$ cat src/cspc_pkg.sv
// Functional notes
// - Switching and monitor only when config bit 0.
// - Disabled: current source follows initial configuration.
// - Disabled: switch request ignored, reads zero.
// - Same source requested: clear request, abort.
// - Valid switch clears lock and fail flags.
// - Start new oscillator; await startup timer, lock.
// - Count ten new-clock cycles before changeover.
// - Done: clear request, copy requested to current.
// - Stop old oscillator, keep RC if needed.
// - CPU keeps running while switching.
// - Primary submode fixed after reset.
// - Monitor on: low-power RC runs except sleep.
// - Failure: raise trap, fall back to internal RC.
// - Failure with PLL: fallback keeps PLL.
// - Sleep stops clocks, monitor and peripherals.
// - Sleep clears watchdog; RC runs if enabled.
// - Wake on interrupt, reset, watchdog; same source.
// - Idle stops CPU, clears watchdog, clock runs.
// - Idle wake restores CPU clock at once.
// - Interrupt during entry wakes after entry.
// - Monitor sets fail flag; software reads, clears.
// - Request bit one starts; zero means finished.
package cspc_pkg;

   // ==========================================================
   // Bus and register map
   localparam int ADDR_W = 8;
   localparam int DATA_W = 32;
   localparam logic [ADDR_W-1:0] OSC_CTRL_OFS = 8'h00;
   localparam logic [ADDR_W-1:0] PWR_CTRL_OFS = 8'h04;
   localparam logic [ADDR_W-1:0] PWR_STAT_OFS = 8'h08;
   localparam logic [ADDR_W-1:0] CFG_STAT_OFS = 8'h0C;
   localparam logic [1:0] RESP_OKAY = 2'h0;
   localparam logic [1:0] RESP_SLVERR = 2'h2;

   // ==========================================================
   // Field positions
   localparam int CUR_SRC_LSB = 12;
   localparam int REQ_SRC_LSB = 8;
   localparam int LOCK_BIT = 5;
   localparam int CF_BIT = 3;
   localparam int SWREQ_BIT = 0;
   localparam int SLEEP_BIT = 0;
   localparam int IDLE_BIT = 1;

   // ==========================================================
   // Clock source codes
   localparam logic [2:0] SRC_FRC = 3'h0;
   localparam logic [2:0] SRC_INTERNAL_RC_WITH_PLL = 3'h1;
   localparam logic [2:0] SRC_PRI = 3'h2;
   localparam logic [2:0] SRC_PRIPLL = 3'h3;
   localparam logic [2:0] SRC_SEC = 3'h4;
   localparam logic [2:0] SRC_LOW_POWER_RC_OSC = 3'h5;
   localparam logic [1:0] PSUB_EXT = 2'h0;

   // Oscillator index in enables and synchroniser bank
   localparam int OSC_FRC = 0;
   localparam int OSC_PRI = 1;
   localparam int OSC_SEC = 2;
   localparam int OSC_LOW_POWER_RC_OSC = 3;
   localparam int SY_PLL = 4;
   localparam int SY_OST = 5;
   localparam int SYNC_W = 6;

   // ==========================================================
   // Timing counts
   localparam logic [3:0] NEW_CLK_CYCLES = 4'hA;
   localparam logic [3:0] FAIL_LOW_POWER_RC_OSC_TICKS = 4'h3;

   // ==========================================================
   // States
   typedef enum logic [1:0] {
      SW_IDLE = 2'b00,
      SW_CHECK = 2'b01,
      SW_START = 2'b10,
      SW_COUNT = 2'b11
   } cspc_sw_t;

   typedef enum logic [1:0] {
      PW_RUN = 2'b00,
      PW_SLEEP = 2'b01,
      PW_IDLE = 2'b10
   } cspc_pw_t;

endpackage : cspc_pkg

$ cat src/cspc_sync.sv
module cspc_sync (
   input wire logic core_clk,
   input wire logic rst,
   input wire logic [cspc_pkg::SYNC_W-1:0] async_in,
   output logic [cspc_pkg::SYNC_W-1:0] level,
   output logic [cspc_pkg::SYNC_W-1:0] toggled
);
   import cspc_pkg::*;

   typedef struct packed {
      logic [SYNC_W-1:0] s1;
      logic [SYNC_W-1:0] s2;
      logic [SYNC_W-1:0] s3;
   } cspc_sync_t;

   cspc_sync_t q_r;
   cspc_sync_t q_nxt;

   // ==========================================================
   // Two stages, then a history stage for change detection
   always_comb begin
      q_nxt.s1 = async_in;
      q_nxt.s2 = q_r.s1;
      q_nxt.s3 = q_r.s2;
      if (rst) begin
         q_nxt = '0;
      end
   end

   always_ff @(posedge core_clk) begin
      q_r <= q_nxt;
   end

   assign level = q_r.s2;
   assign toggled = q_r.s2 ^ q_r.s3;

endmodule : cspc_sync

$ cat src/cspc_top.sv
module cspc_top (
   input wire logic core_clk,
   input wire logic rst,
   input wire logic [cspc_pkg::ADDR_W-1:0] s_axi_awaddr,
   input wire logic s_axi_awvalid,
   output logic s_axi_awready,
   input wire logic [cspc_pkg::DATA_W-1:0] s_axi_wdata,
   input wire logic [3:0] s_axi_wstrb,
   input wire logic s_axi_wvalid,
   output logic s_axi_wready,
   output logic [1:0] s_axi_bresp,
   output logic s_axi_bvalid,
   input wire logic s_axi_bready,
   input wire logic [cspc_pkg::ADDR_W-1:0] s_axi_araddr,
   input wire logic s_axi_arvalid,
   output logic s_axi_arready,
   output logic [cspc_pkg::DATA_W-1:0] s_axi_rdata,
   output logic [1:0] s_axi_rresp,
   output logic s_axi_rvalid,
   input wire logic s_axi_rready,
   input wire logic switch_monitor_cfg,
   input wire logic [2:0] initial_source_cfg,
   input wire logic [1:0] primary_submode_cfg,
   input wire logic wdt_en,
   input wire logic irq_pending,
   input wire logic wdt_timeout,
   input wire logic [3:0] osc_clk_toggle,
   input wire logic pll_lock_pin,
   input wire logic osc_startup_timer_done,
   output logic [2:0] sys_clk_sel,
   output logic [3:0] osc_en,
   output logic pll_en,
   output logic cpu_clk_en,
   output logic periph_clk_en,
   output logic sys_clk_en,
   output logic wdt_clear,
   output logic clk_fail_trap,
   output logic [1:0] primary_submode
);
   import cspc_pkg::*;

   typedef struct packed {
      logic sw_mon_cfg;
      logic [2:0] init_src;
      logic [1:0] psub;
      cspc_sw_t sw;
      cspc_pw_t pw;
      logic [2:0] cur;
      logic [2:0] req;
      logic sw_req;
      logic lock;
      logic cf;
      logic [3:0] cnt;
      logic [3:0] fcnt;
      logic saw;
      logic [3:0] osc_en;
      logic pll_en;
      logic cpu_en;
      logic per_en;
      logic sys_en;
      logic trap;
      logic wdt_clr;
      logic bvalid;
      logic [1:0] bresp;
      logic rvalid;
      logic [1:0] rresp;
      logic [DATA_W-1:0] rdata;
   } cspc_state_t;

   cspc_state_t q_r;
   cspc_state_t q_nxt;
   logic [SYNC_W-1:0] sy_lvl;
   logic [SYNC_W-1:0] sy_tog;
   logic wr_go;
   logic rd_go;
   logic sw_en;
   logic fail_now;
   logic new_edge;
   logic cur_edge;
   logic [DATA_W-1:0] rd_word;
   logic [1:0] rd_resp;

   function automatic logic [3:0] src_osc(input logic [2:0] src);
      logic [3:0] oh;
      oh = 4'h0;
      if (src == SRC_FRC || src == SRC_INTERNAL_RC_WITH_PLL) begin
         oh[OSC_FRC] = 1'b1;
      end else if (src == SRC_PRI || src == SRC_PRIPLL) begin
         oh[OSC_PRI] = 1'b1;
      end else if (src == SRC_SEC) begin
         oh[OSC_SEC] = 1'b1;
      end else begin
         oh[OSC_LOW_POWER_RC_OSC] = 1'b1;
      end
      return oh;
   endfunction : src_osc

   function automatic logic uses_pll(input logic [2:0] src);
      return (src == SRC_INTERNAL_RC_WITH_PLL) || (src == SRC_PRIPLL);
   endfunction : uses_pll

   function automatic logic is_crystal(input logic [2:0] src,
                                       input logic [1:0] sub);
      return (src == SRC_SEC) ||
             ((src == SRC_PRI || src == SRC_PRIPLL) && sub != PSUB_EXT);
   endfunction : is_crystal

   // Oscillator activity, lock and startup timer come from pins
   cspc_sync u_sync (
      .core_clk(core_clk),
      .rst(rst),
      .async_in({osc_startup_timer_done, pll_lock_pin, osc_clk_toggle}),
      .level(sy_lvl),
      .toggled(sy_tog)
   );

   // ==========================================================
   // Bus handshakes
   assign sw_en = ~q_r.sw_mon_cfg;
   assign wr_go = s_axi_awvalid & s_axi_wvalid & ~q_r.bvalid;
   assign rd_go = s_axi_arvalid & ~q_r.rvalid;
   assign s_axi_awready = wr_go;
   assign s_axi_wready = wr_go;
   assign s_axi_arready = rd_go;
   assign new_edge = |(sy_tog[3:0] & src_osc(q_r.req));
   assign cur_edge = |(sy_tog[3:0] & src_osc(q_r.cur));

   // ==========================================================
   // Read mux
   always_comb begin
      rd_word = '0;
      rd_resp = RESP_OKAY;
      if (s_axi_araddr == OSC_CTRL_OFS) begin
         rd_word[CUR_SRC_LSB +: 3] = q_r.cur;
         rd_word[REQ_SRC_LSB +: 3] = q_r.req;
         rd_word[LOCK_BIT] = q_r.lock;
         rd_word[CF_BIT] = q_r.cf;
         rd_word[SWREQ_BIT] = q_r.sw_req;
      end else if (s_axi_araddr == PWR_CTRL_OFS) begin
         rd_word = '0;
      end else if (s_axi_araddr == PWR_STAT_OFS) begin
         rd_word[1:0] = q_r.pw;
         rd_word[3:2] = q_r.sw;
         rd_word[7:4] = q_r.osc_en;
         rd_word[8] = q_r.pll_en;
         rd_word[9] = q_r.cpu_en;
         rd_word[10] = q_r.per_en;
         rd_word[11] = q_r.sys_en;
      end else if (s_axi_araddr == CFG_STAT_OFS) begin
         rd_word[0] = sw_en;
         rd_word[2:1] = q_r.psub;
         rd_word[6:4] = q_r.init_src;
      end else begin
         rd_resp = RESP_SLVERR;
      end
   end

   // ==========================================================
   // Next state
   always_comb begin
      q_nxt = q_r;
      q_nxt.trap = 1'b0;
      q_nxt.wdt_clr = 1'b0;
      fail_now = 1'b0;

      // Read and write channels
      if (q_r.bvalid && s_axi_bready) begin
         q_nxt.bvalid = 1'b0;
      end
      if (q_r.rvalid && s_axi_rready) begin
         q_nxt.rvalid = 1'b0;
      end
      if (rd_go) begin
         q_nxt.rvalid = 1'b1;
         q_nxt.rdata = rd_word;
         q_nxt.rresp = rd_resp;
      end
      if (wr_go) begin
         q_nxt.bvalid = 1'b1;
         q_nxt.bresp = RESP_OKAY;
         if (s_axi_awaddr == OSC_CTRL_OFS) begin
            // Source is frozen while a switch is pending
            if (s_axi_wstrb[1] && q_r.sw == SW_IDLE && !q_r.sw_req) begin
               q_nxt.req = s_axi_wdata[REQ_SRC_LSB +: 3];
            end
            if (s_axi_wstrb[0]) begin
               if (s_axi_wdata[SWREQ_BIT] && sw_en && q_r.sw == SW_IDLE) begin
                  q_nxt.sw_req = 1'b1;
               end
               if (!s_axi_wdata[CF_BIT]) begin
                  q_nxt.cf = 1'b0;
               end
            end
         end else if (s_axi_awaddr == PWR_CTRL_OFS) begin
            if (s_axi_wstrb[0] && q_r.pw == PW_RUN) begin
               if (s_axi_wdata[SLEEP_BIT]) begin
                  q_nxt.pw = PW_SLEEP;
                  q_nxt.wdt_clr = wdt_en;
               end else if (s_axi_wdata[IDLE_BIT]) begin
                  q_nxt.pw = PW_IDLE;
                  q_nxt.wdt_clr = wdt_en;
               end
            end
         end else if (s_axi_awaddr == PWR_STAT_OFS ||
                      s_axi_awaddr == CFG_STAT_OFS) begin
            q_nxt.bresp = RESP_OKAY;
         end else begin
            q_nxt.bresp = RESP_SLVERR;
         end
      end

      // Wake is judged only once the state is entered, so a request
      // that races the entry write is held off until after it
      if (q_r.pw != PW_RUN && (irq_pending || wdt_timeout)) begin
         q_nxt.pw = PW_RUN;
      end

      // PLL lock status is set from the pin while the PLL is powered and held until a switch clears it
      if (sy_lvl[SY_PLL] && q_r.pll_en) begin
         q_nxt.lock = 1'b1;
      end

      // Switch sequencer; CPU enable is untouched here
      case (q_r.sw)
         SW_IDLE: begin
            if (q_r.sw_req) begin
               q_nxt.sw = SW_CHECK;
            end
         end
         SW_CHECK: begin
            if (q_r.req == q_r.cur) begin
               q_nxt.sw_req = 1'b0;
               q_nxt.sw = SW_IDLE;
            end else begin
               q_nxt.lock = 1'b0;
               q_nxt.cf = 1'b0;
               q_nxt.sw = SW_START;
            end
         end
         SW_START: begin
            if ((!is_crystal(q_r.req, q_r.psub) || sy_lvl[SY_OST]) &&
                (!uses_pll(q_r.req) || q_r.lock)) begin
               q_nxt.cnt = 4'h0;
               q_nxt.sw = SW_COUNT;
            end
         end
         SW_COUNT: begin
            if (new_edge) begin
               if (q_r.cnt == NEW_CLK_CYCLES - 4'h1) begin
                  q_nxt.cur = q_r.req;
                  q_nxt.sw_req = 1'b0;
                  q_nxt.sw = SW_IDLE;
               end else begin
                  q_nxt.cnt = q_r.cnt + 4'h1;
               end
            end
         end
         default: begin
            q_nxt.sw = SW_IDLE;
         end
      endcase

      // Fail-safe monitor, timed in low-power RC ticks
      if (sw_en && q_r.pw != PW_SLEEP && q_r.cur != SRC_LOW_POWER_RC_OSC) begin
         if (cur_edge) begin
            q_nxt.saw = 1'b1;
         end
         if (sy_tog[OSC_LOW_POWER_RC_OSC]) begin
            q_nxt.saw = 1'b0;
            if (q_r.saw || cur_edge) begin
               q_nxt.fcnt = 4'h0;
            end else if (q_r.fcnt == FAIL_LOW_POWER_RC_OSC_TICKS - 4'h1) begin
               fail_now = 1'b1;
            end else begin
               q_nxt.fcnt = q_r.fcnt + 4'h1;
            end
         end
      end else begin
         q_nxt.fcnt = 4'h0;
         q_nxt.saw = 1'b0;
      end
      if (fail_now) begin
         // Fallback beats any switch that is in flight
         q_nxt.trap = 1'b1;
         q_nxt.cf = 1'b1;
         q_nxt.cur = uses_pll(q_r.cur) ? SRC_INTERNAL_RC_WITH_PLL : SRC_FRC;
         q_nxt.sw = SW_IDLE;
         q_nxt.sw_req = 1'b0;
         q_nxt.fcnt = 4'h0;
      end

      // Configuration is caught on the reset cycles only
      if (rst) begin
         q_nxt = '0;
         q_nxt.sw_mon_cfg = switch_monitor_cfg;
         q_nxt.init_src = initial_source_cfg;
         q_nxt.psub = primary_submode_cfg;
         q_nxt.cur = initial_source_cfg;
         q_nxt.req = initial_source_cfg;
         q_nxt.sw = SW_IDLE;
         q_nxt.pw = PW_RUN;
      end

      // Derived clock controls, aligned with the registered state
      q_nxt.osc_en = src_osc(q_nxt.cur);
      q_nxt.pll_en = uses_pll(q_nxt.cur);
      if (q_nxt.sw == SW_START || q_nxt.sw == SW_COUNT) begin
         q_nxt.osc_en = q_nxt.osc_en | src_osc(q_nxt.req);
         q_nxt.pll_en = q_nxt.pll_en | uses_pll(q_nxt.req);
      end
      if (wdt_en || !q_nxt.sw_mon_cfg) begin
         q_nxt.osc_en[OSC_LOW_POWER_RC_OSC] = 1'b1;
      end
      q_nxt.cpu_en = (q_nxt.pw == PW_RUN);
      q_nxt.per_en = (q_nxt.pw != PW_SLEEP);
      q_nxt.sys_en = (q_nxt.pw != PW_SLEEP);
      if (q_nxt.pw == PW_SLEEP) begin
         q_nxt.osc_en = 4'h0;
         q_nxt.osc_en[OSC_LOW_POWER_RC_OSC] = wdt_en;
         q_nxt.pll_en = 1'b0;
      end
   end

   always_ff @(posedge core_clk) begin
      q_r <= q_nxt;
   end

   // ==========================================================
   // Outputs
   assign s_axi_bvalid = q_r.bvalid;
   assign s_axi_bresp = q_r.bresp;
   assign s_axi_rvalid = q_r.rvalid;
   assign s_axi_rresp = q_r.rresp;
   assign s_axi_rdata = q_r.rdata;
   assign sys_clk_sel = q_r.cur;
   assign osc_en = q_r.osc_en;
   assign pll_en = q_r.pll_en;
   assign cpu_clk_en = q_r.cpu_en;
   assign periph_clk_en = q_r.per_en;
   assign sys_clk_en = q_r.sys_en;
   assign wdt_clear = q_r.wdt_clr;
   assign clk_fail_trap = q_r.trap;
   assign primary_submode = q_r.psub;

   // ==========================================================
   // Checks
   a_swreq_when_off: assert property (
      @(posedge core_clk) disable iff (rst)
      !sw_en |-> !q_r.sw_req && q_r.cur == q_r.init_src)
      else $error("switch state moved while switching disabled");

   a_redundant_abort: assert property (
      @(posedge core_clk) disable iff (rst)
      (q_r.sw == SW_CHECK && q_r.req == q_r.cur)
      |=> q_r.sw == SW_IDLE && !q_r.sw_req)
      else $error("redundant switch not aborted");

   a_valid_clears: assert property (
      @(posedge core_clk) disable iff (rst)
      (q_r.sw == SW_CHECK && q_r.req != q_r.cur && !fail_now)
      |=> !q_r.cf && !q_r.lock && q_r.sw == SW_START)
      else $error("valid switch did not clear status flags");

   a_count_ten: assert property (
      @(posedge core_clk) disable iff (rst)
      (q_r.sw == SW_COUNT && q_nxt.sw == SW_IDLE && !fail_now)
      |-> q_r.cnt == 4'h9 && new_edge)
      else $error("changeover before ten new-clock cycles");

   a_done_copies: assert property (
      @(posedge core_clk) disable iff (rst)
      (q_r.sw == SW_COUNT && q_nxt.sw == SW_IDLE && !fail_now)
      |=> q_r.cur == $past(q_r.req) && !q_r.sw_req)
      else $error("completion did not copy source");

   a_fail_trap: assert property (
      @(posedge core_clk) disable iff (rst)
      fail_now |=> clk_fail_trap && q_r.cf &&
      (q_r.cur == SRC_FRC || q_r.cur == SRC_INTERNAL_RC_WITH_PLL) ##1 !clk_fail_trap)
      else $error("failure did not trap to internal RC");

   a_fail_pll: assert property (
      @(posedge core_clk) disable iff (rst)
      (fail_now && uses_pll(q_r.cur)) |=> q_r.cur == SRC_INTERNAL_RC_WITH_PLL)
      else $error("fallback dropped the PLL");

   a_sleep_gates: assert property (
      @(posedge core_clk) disable iff (rst)
      q_r.pw == PW_SLEEP |-> !sys_clk_en && !periph_clk_en &&
      osc_en[2:0] == 3'h0 && !pll_en && osc_en[OSC_LOW_POWER_RC_OSC] == $past(wdt_en))
      else $error("clocks running in sleep");

   a_idle_cpu: assert property (
      @(posedge core_clk) disable iff (rst)
      q_r.pw == PW_IDLE |-> !cpu_clk_en && sys_clk_en && periph_clk_en)
      else $error("idle clock gating wrong");

   a_wake_run: assert property (
      @(posedge core_clk) disable iff (rst)
      (q_r.pw != PW_RUN && (irq_pending || wdt_timeout) && !fail_now &&
       q_r.sw != SW_COUNT)
      |=> cpu_clk_en && $stable(sys_clk_sel))
      else $error("wake did not restore the CPU clock");

   a_cpu_switch: assert property (
      @(posedge core_clk) disable iff (rst)
      (q_r.sw != SW_IDLE && q_r.pw == PW_RUN) |-> cpu_clk_en)
      else $error("CPU stopped during switch");

endmodule : cspc_top

$ cat config.mk
export PLATFORM = sky130hd
export DESIGN_NAME = cspc_top
export DESIGN_NICKNAME = d
export VERILOG_FILES = /design/src/cspc_pkg.sv /design/src/cspc_sync.sv /design/src/cspc_top.sv
export SDC_FILE = /design/constraint.sdc
export NUM_CORES = 1
export LEC_CHECK = 0
export BUFFER_PORTS_ARGS = -buffer_cell sky130_fd_sc_hd__buf_4
export CAP_MARGIN = 20
export CELL_PAD_IN_SITES_DETAIL_PLACEMENT = 0
export CELL_PAD_IN_SITES_GLOBAL_PLACEMENT = 1
export CORE_ASPECT_RATIO = 2
export CORE_UTILIZATION = 36
export DETAILED_ROUTE_END_ITERATION = 8
export GPL_TIMING_DRIVEN = 1
export PLACE_DENSITY = 0.82
export SLEW_MARGIN = 30
export SYNTH_ARGS = -nofsm -noshare
export SYNTH_HDL_FRONTEND = slang
export SYNTH_SLANG_ARGS = --single-unit
export TNS_END_PERCENT = 100
$ cat constraint.sdc
create_clock -name core_clk -period 2.3 [get_ports core_clk]
set_clock_uncertainty 0.1 [all_clocks]
set_input_delay 0.115 -clock core_clk [delete_from_list [all_inputs] [get_ports core_clk]]
set_output_delay 0.115 -clock core_clk [all_outputs]
set_load 0.02 [all_outputs]
==> results of run 1 <==
final cells by class:
| cell class | count | share of cell area (%) |
|---|---|---|
| Clock buffer | 10 | 4.89 |
| Inverter | 13 | 1.04 |
| Tap cell | 104 | 2.78 |
| Sequential cell | 72 | 32.0 |
| Timing Repair Buffer | 136 | 22.9 |
| Multi-Input combinational cell | 247 | 35.2 |
| Clock inverter | 5 | 1.23 |
layer usage:
metal  track usage (%)  up-vias  wire length [microns]
met5                 0        -                      0
met4              11.1        0                    331
met3              3.93       24                    419
met2              37.7      107                   5500
met1              16.6     1417                   3140
li1                  -     1443                      -
worst paths after layout:
kind / startpoint / endpoint / slack (ns) / depth (start not counted)
setup reg to reg: q_r[62] / osc_en[2] / 0.06 / 8
setup / recovery: q_r[62] / osc_en[2] / 0.06 / 8
hold / removal: irq_pending / q_r[67] / 0.01 / 3
hold reg to reg: u_sync.q_r[16] / u_sync.level[4] / 0.34 / 1
through the flow:
step / TNS [ns] / power, mW / instances / hold slack, ns
floorplan: 0 / 1.65 / 398 / 0.114
global placement: 0 / 1.79 / 551 / 0.195
detailed placement: -0.0391 / 1.80 / 551 / 0.195
CTS: 0 / 3.17 / 587 / 0.00672
global route: -0.0270 / 3.28 / 587 / 0.0295
finish: 0 / 3.17 / 587 / 0.0147
state kept, by name (all words and copies together) (netlist names):
name,flops
osc_en,4
sys_clk_sel,3
cpu_clk_en,1
wdt_clear,1
sys_clk_en,1
u_sync.level,6
s_axi_bresp,1
s_axi_rdata,15
s_axi_rresp,1
clk_fail_trap,1
primary_submode,2
pll_en,1
u_sync.q_r,10
q_r,23
s_axi_bvalid,1
s_axi_rvalid,1
worst max-delay path, delay by kind of cell (launching register included):
kind,cells,cell delay [ns]
mux,1,0.26
compound gates,4,0.79
flops,1,0.34
simple gates,2,0.52
buf+inv,1,0.16
power by group:
part	internal, mW	switching (mW)
Combinational	0.220	0.244
Clock	0.834	0.522
Sequential	1.31	0.0436
Total	2.36	0.810
cell families after synthesis:
family / count (synthesis)
buf+inv: 79
mux: 13
xor+xnor: 10
fa+ha+maj: 4
other cells: 1
simple gates: 130
compound gates: 71
flops: 72
layout by cell type (no fill, tap or decap), types with 4 or more instances in the layout:
cell type / instances
nor2b_1: 21
dfxtp_2: 5
a21oi_1: 12
inv_1: 11
conb_1: 19
nand2_1: 18
buf_4: 115
clkbuf_16: 9
dlygate4sd3_1: 21
xor2_1: 5
o21ai_0: 9
ha_1: 4
dfxtp_1: 62
edfxtp_1: 5
nor2_1: 48
a22oi_1: 16
nand3_1: 5
o21a_1: 5
mux2_2: 8
nand2b_1: 5
what timing repair did:
item / 4_1_cts / 5_1_grt
hold buffers: 21 / 0
hold endpoints to repair: 18 / 0
resized for setup: 0 / 22
setup endpoints to repair: 0 / 4
==> impl_metrics.csv, run 1 <==
group,metric,value,unit
run_status,status,"finished clean",
layout,final_area,0.00469,sq mm
min_path,holdCritPathClass,"in2reg",
logic_synthesis,synth-simple-area-share,19.5,%
die,die_h,141,microns
sta,worstMarginPinSlew,0.524,ns
detailed_routing,remaining_drc_errors,0,
logic_synthesis,postSynthCellCount,380,
detailed_routing,ant_nets,0,
clock_network,cts_setup_buffers,0,
worst_setup_path,cp-start-kind,"flop",
power,ir_drop,0.375,mV
detailed_routing,drt_first_pass_iters,4,
logic_synthesis,yosys.area.top_type_share,38.6,%
sta,maxSlewHeadroom,65.0,%
worst_setup_path,crit_chain,"buf_4 -> nor2b_1 -> a22oi_1 -> a211o_2 -> mux2i_2 -> o21ai_4 -> or3_1 -> a21oi_1",
grt,antenna_found_initial,0,
worst_setup_path,required,2.46,ns
grt,grt_pass1_wl,14300,microns
die,placeableCoreArea,0.00938,sq mm
worst_setup_path,worstSetupPathType,"reg2reg",
power,p_per_area,677,mW/mm^2
clock_network,clockRootBuffer,"clkbuf_16",
grt,grt_pass1_vias,2948,
sta,fin_crit_sh,97.6,%
sta,layout_min_cycle_time,2.24,ns
logic_synthesis,synth.area.top_cells,"dfxtp_1 (39%), buf_4 (10%), nor2_1 (5.2%), edfxtp_1 (4.3%), nor2b_1 (4.0%)",
logic_synthesis,synthMuxAreaShare,4.03,%
layout,diodes,0,
clock_network,cts_max_level,3,
logic_synthesis,yosys.area.top_type,"dfxtp_1",
grt,grt_max_degree,48,
clock_network,cts_sinks,72,
layout,multi_input_area,0.00165,sq mm
clock_network,clk_transition_reported_paths,0.06,ns
die,fp-row-count,50,
logic_synthesis,synthFlopType,"dfxtp_1",
sta,finalMaxSlewViolations,0,
layout,drive_gt1_share,34.0,%
logic_synthesis,synth_compound_gate_area_share,15.4,%
placement,portBuffers,82,
grt,grt_overflow,0,
layout,nets,557,
flow_run,maxCapViolCount,0,
layout,fillers,886,
clock_network,tritoncts,"yes",
layout,ff_latch_area,0.00150,sq mm
detailed_routing,viasPerCell,5.10,
die,die_area,0.0101,sq mm
detailed_routing,vias,2991,
logic_synthesis,synth_fa_ha_area_share,1.44,%
layout,postLayoutCoreUtil,49.9,%
logic_synthesis,yosysSeqAreaShare,42.9,%
placement,dpl_worst_slack,-0.0391,ns
worst_setup_path,endpoint_kind,"flop",
detailed_routing,routed_wl,9390,microns
sta,fmax,445,MHz
worst_setup_path,crit_fanout,6,
layout,syn_to_final_growth,34.8,%
worst_setup_path,critPathSlowestCell,"a211o_2",
clock_network,cts.path.max_buffers,2,
logic_synthesis,yosys_warnings,0,
logic_synthesis,ys_ff_latch,72,
placement,place_area,0.00410,sq mm
grt,track_usage,18.9,%
sta,worst_slack,0.0552,ns
placement,routabilityCongestion,0.800,
die,start_util,37.0,%
worst_setup_path,worstPathArrival,2.41,ns
power,p_leak,2.04,nW
placement,hpwl,7200,microns
logic_synthesis,synth_common_cells,"dfxtp_1 (67), nor2_1 (48), buf_4 (47)",
logic_synthesis,synth.distinct_cells,60,
logic_synthesis,synth_edf_count,5,
detailed_routing,wire_per_inst,16.0,microns
detailed_routing,drt-initial-drc-count,123,
sta,final-setup-viol-count,0,
logic_synthesis,synth_top_family_by_area,"simple AND/OR/NAND/NOR gates",
logic_synthesis,avgSynthCellArea,9.15,sq um
clock_network,clkLatencyLatePin,0.33,ns
sta,hold_viol,0,
logic_synthesis,post_synth_xor_area_fraction,2.74,%
logic_synthesis,async_flop_share,0,%
worst_setup_path,critPathMaxStageDelay,0.43,ns
die,num_io_pins,130,
die,die_w,71.5,microns
clock_network,cts_made_buffers,9,
logic_synthesis,syn_area,0.00348,sq mm
logic_synthesis,synth_most_common_cell,"dfxtp_1",
No activity file was read; power rests on OpenSTA's default activity.
==> inputs of run 2 (changes only) <==
- CORE_MARGIN: unset -> 4
==> run 2 against run 1 <==
Design area rose by 0.16%. Worst setup slack improved by 0.041 ns. Hold slack got worse by 0.0019 ns. Critical endpoint is now osc_en[1]. Largest power group unchanged. Highest routed layer unchanged.
==> impl_metrics.csv, run 2 (synthesized netlist as in run 1, its figures left out) <==
group,metric,value,unit
run_status,status,"finished clean",
power,p_per_area,690,mW/mm^2
worst_setup_path,crit_top_cell,"nor2_1",
layout,ff_latch_area,0.00150,sq mm
power,p_switching,0.781,mW
power,cellInternalPower,2.46,mW
detailed_routing,wire_per_inst,16.5,microns
power,p_total,3.24,mW
power,clkPwrFrac,43.9,%
min_path,hold_depth,2,
clock_network,clkLatencyLatePin,0.33,ns
sta,worst_slack,0.0957,ns
grt,grt_pass1_vias,3012,
layout,largest_reg_flops,23,
flow_run,maxCapViolCount,0,
die,die_w,77.5,microns
layout,multi_input_area,0.00168,sq mm
worst_setup_path,worstPathArrival,2.32,ns
placement,dpl_worst_slack,-0.0170,ns
layout,layout_commonest_cell,"buf_4",
clock_network,clockRootBuffer,"clkbuf_16",
layout,final_cell_mix,"buf_4 (112), dfxtp_1 (64), nor2_1 (48)",
die,placeableCoreArea,0.00938,sq mm
worst_setup_path,cpLargestDelayFamily,"simple AND/OR/NAND/NOR gates",
clock_network,cts_max_level,3,
worst_setup_path,crit_start,"q_r[49]",
placement,portBuffers,82,
sta,hold_viol,0,
detailed_routing,vias,2996,
grt,antenna_found_initial,0,
worst_setup_path,r2r_end,"osc_en[1]",
min_path,holdCritPathClass,"in2reg",
worst_setup_path,endpoint,"osc_en[1]",
detailed_routing,viasPerCell,5.15,
placement,routabilityCongestion,0.860,
clock_network,cts.path.max_buffers,2,
power,ir_drop,0.562,mV
clock_network,cts_made_buffers,9,
worst_setup_path,critPathSlowestCell,"or3b_4",
sta,fin_crit_sh,95.8,%
worst_setup_path,critPathMaxStageDelay,0.38,ns
clock_network,cts_sinks,72,
die,die_area,0.0114,sq mm
worst_setup_path,cp_num_buf_inv,2,
clock_network,tritoncts,"yes",
grt,grt_overflow,0,
worst_setup_path,cp-start-kind,"flop",
layout,diodes,0,
detailed_routing,routed_wl,9580,microns
sta,finalMaxSlewViolations,0,
die,num_io_pins,130,
sta,fmax,454,MHz
power,pwr-share-comb,14.2,%
layout,syn_to_final_growth,35.0,%
grt,grt_pass1_wl,14800,microns
layout,regMostFlops,"q_r",
die,die_h,147,microns
worst_setup_path,endpoint_kind,"flop",
layout,fillers,876,
worst_setup_path,reg2reg_depth,10,
grt,grt_max_degree,32,
worst_setup_path,required,2.41,ns
worst_setup_path,path_depth,10,
sta,final-setup-viol-count,0,
detailed_routing,drt-initial-drc-count,182,
sta,layout_min_cycle_time,2.20,ns
layout,postLayoutCoreUtil,50.0,%
clock_network,clk_transition_reported_paths,0.06,ns
layout,nets,552,
die,start_util,37.0,%
worst_setup_path,crit_chain,"inv_2 -> ha_1 -> or3b_4 -> nor2_1 -> nand4_1 -> buf_4 -> and4_4 -> nor2b_1 -> a22oi_1 -> nor2_1",
power,pwr-share-seq,41.8,%
detailed_routing,drt_first_pass_iters,4,
grt,track_usage,17.1,%
worst_setup_path,reg2reg_from,"q_r[49]",
worst_setup_path,crit_fanout,4,
die,fp-row-count,50,
worst_setup_path,worstSetupPathType,"reg2reg",
power,p_sw_share,24.1,%
placement,hpwl,7350,microns
power,p_leak,2.03,nW
worst_setup_path,ff2ff_setup_slack,0.1,ns
layout,drive_gt1_share,33.9,%
detailed_routing,remaining_drc_errors,0,
detailed_routing,ant_nets,0,
[run 2: cell types whose count changed in the layout (fill, tap and decap cells not counted), moves of 2 or more]
cell and change:
dfxtp_1 +2, dlygate4sd3_1 -2, dfxtp_2 -2, buf_4 -3
[run 2: layout make-up]
cell class	instances	area share, %
Inverter	13	1.04
Clock buffer	13	5.79
Clock inverter	2	0.800
Multi-Input combinational cell	247	35.8
Tap cell	104	2.77
Timing Repair Buffer	131	22.0
Sequential cell	72	31.9
[run 2: timing repair]
action / in CTS / in global routing
endpoints found under the setup margin: 1 / 7
pin swaps: 1 / 9
hold buffers: 19 / 0
gates resized for setup: 3 / 22
setup buffers: 0 / 1
hold endpoints to repair: 19 / 0
[run 2: worst register-to-register path: stages (launching register included)]
cell     delay (ns)
dfxtp_2        0.33
inv_2          0.07
ha_1           0.14
or3b_4         0.38
nor2_1         0.09
nand4_1        0.17
buf_4          0.20
and4_4         0.19
nor2b_1        0.16
a22oi_1        0.22
nor2_1         0.06
[run 2: power groups by stage]
stage	logic (mW)	registers (mW)	clock network, mW
5_1_grt	0.494	1.36	1.51
3_3_place_gp	0.406	1.38	0
6_report	0.462	1.36	1.42
3_5_place_dp	0.410	1.38	0
4_1_cts	0.441	1.35	1.46
2_1_floorplan	0.286	1.36	0
[run 2: worst min-delay path by stage]
stage / startpoint / endpoint / slack, ns
after floorplan: primary_submode_cfg[0] / primary_submode[0] / 0.11
after global placement: primary_submode_cfg[0] / primary_submode[0] / 0.20
after detailed placement: primary_submode_cfg[0] / primary_submode[0] / 0.20
after CTS: s_axi_wdata[0] / wdt_clear / 0.002
after global routing: s_axi_wdata[1] / wdt_clear / 0.02
final: s_axi_wdata[0] / wdt_clear / 0.01
[run 2: metal layers]
layer / track usage [%] / wire length, microns / vias up
met5: 0 / 0 / -
li1: - / - / 1434
met1: 15.2 / 3140 / 1392
met4: 12.1 / 482 / 0
met3: 3.99 / 622 / 33
met2: 32.5 / 5340 / 137
[run 2: metrics by stage]
stage,cell area (sq um),TNS [ns],cells,hold WS [ns]
2_1_floorplan,3540,0,398,0.114
4_1_cts,4590,0,581,0.00233
3_3_place_gp,4070,0,547,0.195
6_report,4690,0,582,0.0127
3_5_place_dp,4070,-0.0170,547,0.196
5_1_grt,4690,-0.000997,582,0.0162
